`src/design/suspend_consts.svh`:
```
`ifndef SUSPEND_CONSTS_SVH
`define SUSPEND_CONSTS_SVH
`define CLK_PERIOD_NS          8
`define INPUT_RELEASE_DELAY_NS 40
`define INPUT_RELEASE_CYCLES   ((`INPUT_RELEASE_DELAY_NS + `CLK_PERIOD_NS - 1) / `CLK_PERIOD_NS)
`define STORE_LOCK_DELAY_NS    24
`define STORE_LOCK_CYCLES      ((`STORE_LOCK_DELAY_NS + `CLK_PERIOD_NS - 1) / `CLK_PERIOD_NS)
`define STATUS_LOW_DELAY_NS    16
`define STATUS_LOW_CYCLES      ((`STATUS_LOW_DELAY_NS + `CLK_PERIOD_NS - 1) / `CLK_PERIOD_NS)
`define OUTPUT_RELEASE_DEFAULT 11'h004
`define STORE_RELEASE_DEFAULT  11'h005
`define RELEASE_COUNT_MAX      11'h400
`define WAKE_MASK_DEFAULT      8'hff
`define FILTER_LEN             3
`endif

```
`src/design/suspend_pkg.sv`:
```
package suspend_pkg;
	typedef enum logic [1:0] {sleep_off, filter_on_value, filter_off_value} sleep_mode_t;
	typedef enum logic [2:0] {drive_last, hiz_plain, hiz_pull_high, hiz_pull_low, hiz_bus_hold}
		pin_suspend_t;
	typedef struct packed {
		sleep_mode_t mode;
		logic        multi_wake;
		logic [7:0]  wake_mask;
		logic        wake_edge;
		logic        wake_global_init;
		logic        use_handshake;
		logic [10:0] output_release_count;
		logic [10:0] store_release_count;
	} seq_cfg_t;
	typedef struct packed {
		logic store_enable;
		logic inputs_enable;
		logic outputs_normal;
		logic global_init;
		logic wake_status;
		logic suspended;
	} seq_ctl_t;
endpackage

```
`src/design/suspend_wake_sequencer.sv`:
```
// How it works
// RULE1: With sleep enabled, request falling while suspended starts wake.
// RULE2: Multi-wake: request low, then any unmasked wake pin high; already high wakes now.
// RULE3: Reconfigure pulse low or power cycle resets the sequencer and restarts.
// RULE4: Valid wake re-enables inputs after the input release delay; code re-enables them on entering in_wait, before the delay.
// RULE5: Global init pulse on wake only when wake_global_init is set.
// RULE6: Two release counters start only once wake status is high.
// RULE7: Sleep request ignored unless sleep feature enabled; disabled by default.
// RULE8: Mode off frees status pin; filter_on_value mode glitch filters; filter_off_value bypasses.
// RULE9: Without multi-wake only the request pin controls suspend.
// RULE10: Eight wake pins gated by eight-bit mask, set bit enables pin.
// RULE11: Enabled wake pins trigger on high level or rising edge.
// RULE12: Single-ended outputs take their configured suspend behaviour.
// RULE13: Differential outputs go high impedance; hold-last not supported.
// RULE14: Pseudo-differential pairs are two single-ended pins, configured consistently.
// RULE15: After store lock delay storage is write-protected throughout suspend.
// RULE16: Writes re-enabled when the store release count expires.
// RULE17: Store enable removal comes first, before status and input changes.
// RULE18: Without handshake storage may update during the store lock delay.
// RULE19: Handshake: user logic stops clocks then asserts sleep_ack.
// RULE20: User logic should synchronise wake to its own clock.
// RULE21: Request should be held low through power-up and configuration.
// RULE22: Only constraint-file enable reserves the status pin.
// RULE23: Status pin low while suspended, high again on wake.
// RULE24: Default output release four cycles after status high.
// RULE25: Default store release five cycles after status high.
// RULE26: Release counts programmable from one to 1024.
// RULE27: Request and wake pins synchronised before use.
// RULE28: Release counters reset to zero at each suspend entry.
`include "suspend_consts.svh"
module suspend_wake_sequencer
	import suspend_pkg::*;
#(
	parameter int NPINS = 4,
	parameter int NDIFF = 2
) (
	input  wire logic                      ref_clk,
	input  wire logic                      rst,
	input  wire logic                      ce,
	input  wire logic                      reconfig_n,
	input  wire logic                      sleep_pin,
	input  wire logic [7:0]                wake_pin,
	input  wire logic                      status_reserved,
	input  wire seq_cfg_t                  cfg,
	input  wire logic                      sleep_ack,
	output logic                           sleep_req,
	input  wire pin_suspend_t [NPINS-1:0]  pin_mode,
	input  wire logic [NPINS-1:0]          user_out,
	input  wire logic [NPINS-1:0]          user_oe_n,
	output logic [NPINS-1:0]               pad_out,
	output logic [NPINS-1:0]               pad_oe_n,
	output logic [NPINS-1:0]               pad_pull_high,
	output logic [NPINS-1:0]               pad_pull_low,
	output logic [NPINS-1:0]               pad_hold,
	input  wire logic [NDIFF-1:0]          diff_out,
	input  wire logic [NDIFF-1:0]          diff_oe_n,
	output logic [NDIFF-1:0]               diff_pad_out,
	output logic [NDIFF-1:0]               diff_pad_oe_n,
	output logic                           wake_status_out,
	output logic                           wake_status_oe_n,
	output seq_ctl_t                       ctl
);
	typedef enum logic [2:0] {run_st, ack_wait, lock_wait, low_wait, asleep, in_wait, rel_wait}
		state_t;
	state_t      state;
	state_t      next_state;
	logic [3:0]  timer;
	logic        sleep_req_s;
	logic [7:0]  wake_s;
	logic [7:0]  wake_prev;
	logic [`FILTER_LEN-1:0] filt;
	logic        sleep_req_f;
	logic [NPINS-1:0] last_val;
	logic        out_done;
	logic        store_done;
	logic        reset_any;
	logic        req_prev;

	// Reconfigure pulse acts like a reset
	assign reset_any = rst | ~reconfig_n; // RULE3

	pin_sync3 #(.W(1)) u_sleep_req_sync (.ref_clk(ref_clk), .rst(reset_any), .ce(ce), .din(sleep_pin),
		.dout(sleep_req_s)); // RULE27
	pin_sync3 #(.W(8)) u_wake_sync (.ref_clk(ref_clk), .rst(reset_any), .ce(ce), .din(wake_pin),
		.dout(wake_s)); // RULE27

	wire sleep_en   = (cfg.mode != sleep_off); // RULE7
	wire filt_high  = &filt;
	wire filt_low   = ~|filt;
	always_ff @(posedge ref_clk or posedge reset_any)
	begin
		if (reset_any)
		begin
			filt   <= '0;
			sleep_req_f <= 1'b0;
			wake_prev <= 8'h00;
		end
		else if (ce)
		begin
			filt      <= {filt[`FILTER_LEN-2:0], sleep_req_s};
			wake_prev <= wake_s;
			if (filt_high)
				sleep_req_f <= 1'b1;
			else if (filt_low)
				sleep_req_f <= 1'b0;
		end
	end
	wire req_level = sleep_en && ((cfg.mode == filter_on_value) ? sleep_req_f : sleep_req_s); // RULE8 RULE7

	wire [7:0] wake_en  = wake_s & cfg.wake_mask; // RULE10
	wire [7:0] wake_new = wake_s & ~wake_prev & cfg.wake_mask;
	// Edge mode still accepts a pin that is already high as the request falls
	wire req_fell  = req_prev && !req_level; // RULE2
	wire wake_hit  = cfg.wake_edge ? (|wake_new || (req_fell && |wake_en)) : |wake_en; // RULE11
	wire wake_cond = !req_level && (!cfg.multi_wake || wake_hit); // RULE1 RULE2 RULE9

	wire timer_zero = (timer == 4'h0);
	always_comb
	begin
		next_state = state;
		unique case (state)
			run_st:
				if (req_level)
					next_state = cfg.use_handshake ? ack_wait : lock_wait;
			ack_wait:
				if (!req_level)
					next_state = run_st;
				else if (sleep_ack)
					next_state = lock_wait; // RULE19
			lock_wait:
				if (timer_zero)
					next_state = low_wait;
			low_wait:
				if (timer_zero)
					next_state = asleep;
			asleep:
				if (wake_cond)
					next_state = in_wait;
			in_wait:
				if (timer_zero)
					next_state = rel_wait;
			rel_wait:
				if (out_done && store_done)
					next_state = run_st;
		endcase
	end

	always_ff @(posedge ref_clk or posedge reset_any)
	begin
		if (reset_any)
		begin
			state <= run_st;
			timer <= 4'h0;
		end
		else if (ce)
		begin
			state <= next_state;
			if (next_state != state)
				unique case (next_state)
					lock_wait: timer <= 4'(`STORE_LOCK_CYCLES - 1);
					low_wait:  timer <= 4'(`STATUS_LOW_CYCLES - 1);
					in_wait:   timer <= 4'(`INPUT_RELEASE_CYCLES - 1); // RULE4
					default:   timer <= 4'h0;
				endcase
			else if (!timer_zero)
				timer <= timer - 4'h1;
		end
	end

	wire entering = (state == run_st) && (next_state != run_st);
	release_counter u_out_cnt (.ref_clk(ref_clk), .rst(reset_any), .ce(ce),
		.clear(entering), .run(state == rel_wait), .target(cfg.output_release_count),
		.done(out_done)); // RULE6 RULE24 RULE26 RULE28
	release_counter u_store_cnt (.ref_clk(ref_clk), .rst(reset_any), .ce(ce),
		.clear(entering), .run(state == rel_wait), .target(cfg.store_release_count),
		.done(store_done)); // RULE6 RULE25 RULE26 RULE16

	wire locked    = (state inside {low_wait, asleep, in_wait}) ||
		(state == rel_wait && !store_done); // RULE15 RULE17
	wire pins_susp = (state inside {asleep, in_wait}) || (state == rel_wait && !out_done); // RULE12
	wire inputs_off = (state == asleep); // RULE4
	wire status_hi = !(state inside {asleep, in_wait}); // RULE23

	always_ff @(posedge ref_clk or posedge reset_any)
	begin
		if (reset_any)
		begin
			last_val  <= '0;
			sleep_req <= 1'b0;
			req_prev  <= 1'b0;
			ctl       <= '0;
		end
		else if (ce)
		begin
			if (entering)
				last_val <= user_out;
			sleep_req            <= req_level;
			req_prev             <= req_level;
			ctl.store_enable     <= !locked; // RULE15 RULE18
			ctl.inputs_enable    <= !inputs_off;
			ctl.outputs_normal   <= !pins_susp;
			ctl.global_init      <= cfg.wake_global_init &&
				(state == in_wait) && timer_zero; // RULE5
			ctl.wake_status      <= status_hi;
			ctl.suspended        <= (state != run_st);
		end
	end

	// Status pin driven only when reserved and sleep enabled
	assign wake_status_out  = ctl.wake_status;
	assign wake_status_oe_n = !(sleep_en && status_reserved); // RULE22 RULE8

	always_comb
	begin
		for (int i = 0; i < NPINS; i++)
		begin
			pad_out[i]       = user_out[i];
			pad_oe_n[i]      = user_oe_n[i];
			pad_pull_high[i] = 1'b0;
			pad_pull_low[i]  = 1'b0;
			pad_hold[i]      = 1'b0;
			if (!ctl.outputs_normal)
			begin
				pad_out[i]       = last_val[i];
				pad_oe_n[i]      = (pin_mode[i] != drive_last); // RULE12 RULE14
				pad_pull_high[i] = (pin_mode[i] == hiz_pull_high);
				pad_pull_low[i]  = (pin_mode[i] == hiz_pull_low);
				pad_hold[i]      = (pin_mode[i] == hiz_bus_hold);
			end
		end
	end
	assign diff_pad_out  = diff_out;
	assign diff_pad_oe_n = ctl.outputs_normal ? diff_oe_n : {NDIFF{1'b1}}; // RULE13
endmodule

```
`src/design/pin_sync3.sv`:
```
module pin_sync3 #(
	parameter int W = 1
) (
	input  wire logic         ref_clk,
	input  wire logic         rst,
	input  wire logic         ce,
	input  wire logic [W-1:0] din,
	output logic      [W-1:0] dout
);
	logic [W-1:0] s1;
	logic [W-1:0] s2;
	logic [W-1:0] s3;
	wire  [W-1:0] agree = ~(s2 ^ s3);
	always_ff @(posedge ref_clk or posedge rst)
	begin
		if (rst)
		begin
			s1   <= '0;
			s2   <= '0;
			s3   <= '0;
			dout <= '0;
		end
		else if (ce)
		begin
			s1   <= din;
			s2   <= s1;
			s3   <= s2;
			dout <= (agree & s2) | (~agree & dout);
		end
	end
endmodule

```
`src/design/release_counter.sv`:
```
module release_counter (
	input  wire logic        ref_clk,
	input  wire logic        rst,
	input  wire logic        ce,
	input  wire logic        clear,
	input  wire logic        run,
	input  wire logic [10:0] target,
	output logic             done
);
	logic [10:0] count;
	wire  [10:0] next_count = count + 11'h001;
	always_ff @(posedge ref_clk or posedge rst)
	begin
		if (rst)
		begin
			count <= 11'h000;
			done  <= 1'b0;
		end
		else if (ce)
		begin
			if (clear)
			begin
				count <= 11'h000;
				done  <= 1'b0;
			end
			else if (run && !done)
			begin
				count <= next_count;
				done  <= (next_count >= target);
			end
		end
	end
endmodule

```
`config.mk`:
```
export PLATFORM = sky130hd
export DESIGN_NAME = suspend_wake_sequencer
export DESIGN_NICKNAME = d
export VERILOG_FILES = /design/src/design/suspend_pkg.sv /design/src/design/suspend_wake_sequencer.sv /design/src/design/pin_sync3.sv /design/src/design/release_counter.sv
export VERILOG_INCLUDE_DIRS = /design/src /design/src/design
export SDC_FILE = /design/constraint.sdc
export NUM_CORES = 1
export LEC_CHECK = 0
export ABC_AREA = 0
export BUFFER_PORTS_ARGS = -buffer_cell sky130_fd_sc_hd__buf_2
export CAP_MARGIN = 20
export CORE_AREA = 2 2 114 116
export CTS_CLUSTER_SIZE = 20
export DETAILED_ROUTE_END_ITERATION = 10
export DIE_AREA = 0 0 116 118
export PLACE_DENSITY_LB_ADDON = 0.2
export SYNTH_ARGS = -nofsm -noshare
export SYNTH_HDL_FRONTEND = slang
export SYNTH_HIERARCHICAL = 1
export SYNTH_SLANG_ARGS = --single-unit
```
`constraint.sdc`:
```
create_clock -name ref_clk -period 3.4 [get_ports ref_clk]
set_clock_uncertainty 0.15 [all_clocks]
set_input_delay 0.34 -clock ref_clk [delete_from_list [all_inputs] [get_ports ref_clk]]
set_output_delay 0.34 -clock ref_clk [all_outputs]
set_load 0.005 [all_outputs]
```
Yosys cells after proc, flatten, opt, wreduce, memory -nomap -nowiden
Cells that the tools add are included.
W data, S select, Z words.
Operators by class
  $mul: 0
  mux-type cells: 46
  bitwise gates (word level): 17
  order comparisons: 2
  reductions and logical operators: 46
  add/sub/neg operators: 3
  eq/ne operators: 25
  divide/modulo/power cells: 0
  shift-type cells: 0
Operators with widths (number)
  $mux W11: 4
  $and A8 B8 Y8: 5
  $eq A3 B2 Y1 const B: 12
  $mux W1: 28
  $eq A3 B3 Y1 const B: 8
  $mux W3: 8
  $not A8 Y8: 3
  $add A11 B1 Y11 const B: 2
  $ge A11 B11 Y1: 2
  $pmux W3 S7: 1
  $reduce_bool A3 Y1: 7
  $reduce_or A8 Y1: 2
  $logic_and A1 B1 Y1: 11
  $reduce_and A2 Y1: 5
  $logic_not A1 Y1: 9
  $pmux W3 S3: 1
  $mux W4: 2
  $or A8 B8 Y8: 1
  $reduce_bool A2 Y1: 4
  $xor A8 B8 Y8: 1
  $logic_not A4 Y1: 1
  $logic_or A1 B1 Y1: 4
  $mux W2: 2
  $sub A4 B1 Y4 const B: 1
  12 further kinds: 15
Storage, ports and cells
  ROM bits: 0
  input port bits: 75
  register bits: 90
  output and inout port bits: 33
  bits in latches: 0
  RAM bits: 0
  word-level logic and storage cells: 164
  memories: 0

Depth between registers and ports, before layout
  word-level depth: 16
  gate-level depth with buffers: 12
  mapped depth without buffers: 10

Modules after synthesis
The synthesis kept the hierarchy.
By module, submodules not included
  suspend_wake_sequencer: times used 1, sequential area each 750.7 µm², area an instance 2064.5 µm², cells an instance 219
  pin_sync3 (u_wake_sync): times used 1, sequential area each 800.8 µm², area an instance 1292.5 µm², cells an instance 85
  release_counter (u_store_cnt): times used 1, sequential area each 300.3 µm², area an instance 1014.7 µm², cells an instance 112
  release_counter (u_out_cnt): times used 1, sequential area each 300.3 µm², area an instance 994.7 µm², cells an instance 111
  pin_sync3 (u_sleep_req_sync): times used 1, sequential area each 100.1 µm², area an instance 160.2 µm², cells an instance 11

Worst setup path after synthesis
No wires, ideal clock.
  kind: register to register
  start: reg timer[0]
  end: reg u_store_cnt.count[7]
  data required time: 3.124 ns
  setup slack: 0.428 ns
  clock period less this slack: 2.972 ns
  path buffers: 2
  arrival: 2.696 ns
  cell stages (with the launch flop): 12
  library setup time: 0.126 ns
  cells stage by stage: dfrtp_1 -> inv_1 -> ha_1 -> nor3b_2 -> nor2_1 -> nor4_2 -> o21ai_0 -> a21oi_1 -> clkbuf_2 -> o21ai_2 -> buf_2 -> a221o_1
Between the ends
  word-level cells in the longest chain between the ends: 7
  elaborated cells on any way between the ends: 10
  those cells by class: mux: 5; reduce/logical: 5
RTL lines
  start: declaration: line suspend_wake_sequencer.sv:67  | logic [3:0] timer;
  start signal: assignment: line suspend_wake_sequencer.sv:160  | lock_wait: timer <= 4'(`STORE_LOCK_CYCLES - 1);
  start signal: assignment: line suspend_wake_sequencer.sv:161  | low_wait: timer <= 4'(`STATUS_LOW_CYCLES - 1);
  start signal: assignment: line suspend_wake_sequencer.sv:162  | in_wait: timer <= 4'(`INPUT_RELEASE_CYCLES - 1);
  $logic_not A4 Y1 *: line suspend_wake_sequencer.sv:117  | wire timer_zero = (timer == 4'h0);
  $mux W3 (on tied branches): line suspend_wake_sequencer.sv:140, suspend_wake_sequencer.sv:131, suspend_wake_sequencer.sv:134
  $pmux W3 S7 *: line suspend_wake_sequencer.sv:121  | unique case (state)
  $reduce_bool A3 Y1 *: line suspend_wake_sequencer.sv:170  | wire entering = (state == run_st) && (next_state != run_st);
  $logic_and A1 B1 Y1 *: line suspend_wake_sequencer.sv:170
  named net entering: line suspend_wake_sequencer.sv:170
  $reduce_bool A2 Y1 (no line)
  $reduce_and A2 Y1 (no line)
  end signal: assignment: line release_counter.sv:28  | count <= next_count;
  end: declaration: line release_counter.sv:10  | logic [10:0] count;
Mark *: on every way through the listed nets, which the timed path passes. The rest lies on a longest branch.
A chain may end at the register's enable or synchronous reset.

Worst setup path in the final report
  start: reg timer[0]
  end: reg u_store_cnt.count[0]
The elaborated chain is that of the path after synthesis.

==> impl_metrics.ini <==
[pwr]
fin_total_pwr_mw = 4.41
static-leakage-power_nw = 3.18
cellPowerDensity_nw_per_um2 = 668
worst_ir_drop_vdd_uv = 268

[clocking]
h-tree-depth = 3
clk_pin_slew_worst_paths_ns = 0.08
cts_root_buf = clkbuf_16
clock-sinks = 90
clock_insertion_delay_worst_skew_ns = 0.35
numCtsBuffers = 9
cts_tree = yes
clock_path_buffers = 2

[sta]
finalHoldViolCount = 0
timing.fmax_mhz = 321
grt_setup_unrepaired = no
finalSetupTns_ns = 0
max_slew_margin_pct = 44.4
final_max_slew_viol_count = 0
finalWorstPathRequiredPeriod_ns = 3.11
setup_violations = 0
layout_setup_ws_ns = 0.286
layout_worst_path_cycle_share_pct = 91.6
transition_time_of_the_tightest_slew_check_pin_ns = 0.834

[place]
dp_hpwl_mm = 9.05
port-buffer-count = 103
gp_routability_congestion = 0.885
pre_cts_ws_ns = 0.208

[yosys]
ys.warnings.count = 6
synth-seq-area-share_pct = 40.8
synthArstFlopShare_pct = 100
post_synth_inst_count = 538
yosys.cell_types.count = 79
synth.net_count = 638
synth.cell_area_um2 = 5530
synth.ff_latch_count = 90
synth_edf_count = 0
synthesis.area_per_instance_um2 = 10.3
dominantRegCellSynth = dfrtp_1

[worst_setup_path]
crit_chain = inv_1 > ha_1 > or4b_4 > a21boi_0 > nor4_2 > o21ai_0 > buf_4 > a21oi_2 > buf_4 > nor3b_1 > mux2_2
worstReg2RegStart = timer[0]$_DFFE_PP0P_
worstSetupEndpoint = u_store_cnt/count[0]$_DFFE_PP0P_
largest_fanout_of_any_net_on_the_critical_path = 8
worst_path_max_delay_cell = nor3b_1
critical_path.max_stage_delay_ns = 0.50
worstSetupEndpointType = flop
path_class = reg2reg
worst_setup_path_start_kind = flop
cp_data_arrival_time_ns = 3.24
cp.required_ns = 3.53
worst-r2r-setup-slack_ns = 0.29
rr_endpoint = u_store_cnt/count[0]$_DFFE_PP0P_
startpoint = timer[0]$_DFFE_PP0P_
cp_common_cell = buf_4
worstRegToRegCells = 11

[min_path]
timing.hold.worst.class = in2reg

[final_layout]
num_antenna_cells = 0
finalNetCount = 745
post_route_cells_drive_above_1_share_pct = 32.6
layout-area-overhead-vs-synth_pct = 19.4

[run]
count_of_max_cap_constraint_violations = 0

[routing]
drc_errors = 0
drtPass1Iterations = 4
routed_wirelength_normalized_by_instance_count_um = 14.7
via_per_inst = 5.38
dr_iter_0_viols = 202
routed-via-count = 4425
totalWireLength_mm = 12.1
detail-route-antenna-nets = 0

[run_status]
outcome = complete, no violations

[global_routing]
grt_antenna_before_repair = 0
track_usage_pct = 18.1
global_route.overflow_total = 0
grt_start_max_net_pins = 58
grt_pass1_wl_mm = 20.3
number_of_global_route_vias_before_repair = 4352

[floorplan]
starting_density_of_the_core_pct = 44.5
fp.dieH_um = 118
num_rows = 41
floorplan.core_area_um2 = 12400
die-area_um2 = 13700
die-width_um = 116
num_io_pins = 108
-- cell usage after synthesis (7+ instances only) --
master / n / area, um^2
a21o_1: 14 / 105
a21oi_1: 17 / 85.1
a221o_1: 7 / 70.1
a22o_1: 15 / 131
a31oi_1: 8 / 50.1
buf_2: 7 / 35.0
dfrtp_1: 90 / 2250
ha_1: 25 / 313
inv_1: 36 / 135
mux2_2: 49 / 552
nand2_1: 40 / 150
nand2b_1: 17 / 106
nand4_1: 7 / 43.8
nor2_1: 16 / 60.1
nor2b_1: 7 / 43.8
nor3_1: 11 / 55.1
nor4b_1: 10 / 87.6
o21ai_0: 24 / 120
xnor2_1: 9 / 78.8
xor2_1: 8 / 70.1
-- sequential cells by signal (all words and copies together) (netlist names), 5 cells and up, named ones only --
name and flops:
u_out_cnt/count 11, u_store_cnt/count 11, u_wake_sync/s1 8, u_wake_sync/s2 8, u_wake_sync/s3 8, wake_prev 8, ctl 5
-- report_power, final --
group	internal, mW	total (mW)	leakage (nW)	switching, mW
clock	0.592	1.05	0.156	0.460
combinational	0.840	1.67	1.90	0.829
sequential	1.35	1.69	1.13	0.339
-- cell usage in the layout, fill, tap and decap left out, types with 5 or more instances in the layout --
cell | synthesis | final
a21oi_1 | 17 | 16
nor2b_1 | 7 | 6
a22o_1 | 15 | 15
a31oi_1 | 8 | 8
o22ai_1 | 5 | 5
nand2_1 | 40 | 40
dfrtp_1 | 90 | 90
nand4_1 | 7 | 7
clkbuf_16 | 0 | 9
xor2_1 | 8 | 8
nor4b_1 | 10 | 10
nor3_1 | 11 | 11
nand3_1 | 6 | 6
buf_4 | 6 | 15
and3_1 | 6 | 6
o21ai_0 | 24 | 24
nor2_1 | 16 | 16
buf_2 | 7 | 103
mux2_2 | 49 | 49
a21o_1 | 14 | 14
xnor2_1 | 9 | 9
inv_1 | 36 | 36
nand2b_1 | 17 | 17
ha_1 | 25 | 25
a221o_1 | 7 | 7
-- repair_timing --
action                                  CTS  global route
hold buffers                              2             0
endpoints found under the setup margin    0            15
endpoints found under the hold margin    30             0
resized for setup                         0             1
setup buffers                             0             2
-- metrics by stage --
step | hold slack [ns] | util (%) | area (um^2) | std cells
finish | 0.0718 | 53.2 | 6600 | 822
global route | 0.0731 | 53.2 | 6600 | 822
CTS | 0.0651 | 53.0 | 6580 | 820
detailed placement | 0.320 | 50.3 | 6240 | 802
global placement | 0.315 | 50.3 | 6240 | 802
floorplan | 0.316 | - | 5530 | 538
-- cell type report --
| class | count | area, um^2 |
|---|---|---|
| repair buffers | 121 | 668 |
| fillers | 1150 | 5820 |
| clock inverters | 7 | 92.6 |
| inverters | 36 | 135 |
| clock buffers | 9 | 225 |
| well taps | 172 | 215 |
| multi-input cells | 387 | 3010 |
| flip-flops and latches | 90 | 2250 |
-- routing by layer --
metal | GRT usage, % | vias up | wire length [um]
met5 | 0 | - | 0
met4 | 5.65 | 0 | 180
met3 | 3.24 | 16 | 480
met2 | 30.0 | 92 | 5900
met1 | 23.9 | 2114 | 5490
li1 | - | 2203 | -
-- logic make-up (layout without fill, tap and decap cells) --
| logic type | after synthesis | in the layout | synth area share, % |
|---|---|---|---|
| and+or+nand+nor | 164 | 164 | 18.5 |
| AOI/OAI and AO/OA | 131 | 131 | 17.3 |
| DFF | 90 | 90 | 40.8 |
| buffers and inverters | 61 | 173 | 5.00 |
| muxes | 50 | 50 | 10.2 |
| adders and majority gates | 25 | 25 | 5.66 |
| xor gates and xnor gates | 17 | 17 | 2.69 |
-- worst max-delay path, delay by kind of cell (launching register included) --
| kind | cells | cell delay, ns |
|---|---|---|
| AOI/OAI and AO/OA | 3 | 0.51 |
| adders and majority gates | 1 | 0.24 |
| buffers and inverters | 3 | 0.43 |
| DFF | 1 | 0.39 |
| muxes | 1 | 0.26 |
| and+or+nand+nor | 3 | 1.06 |
-- worst min path at each step --
stage	from	to	cells past startpoint
after floorplan	u_out_cnt/count[10]$_DFFE_PP0P_	u_out_cnt/count[10]$_DFFE_PP0P_	1
after global placement	ctl[0]$_DFFE_PP0P_	ctl[0]$_DFFE_PP0P_	1
after detailed placement	ctl[5]$_DFFE_PP0P_	ctl[5]$_DFFE_PP0P_	1
after CTS	wake_pin[1]	u_wake_sync/s1[1]$_DFFE_PP0P_	2
after global routing	wake_pin[1]	u_wake_sync/s1[1]$_DFFE_PP0P_	2
final	wake_pin[1]	u_wake_sync/s1[1]$_DFFE_PP0P_	2
Note: power is estimated with default switching activity, not from simulation.
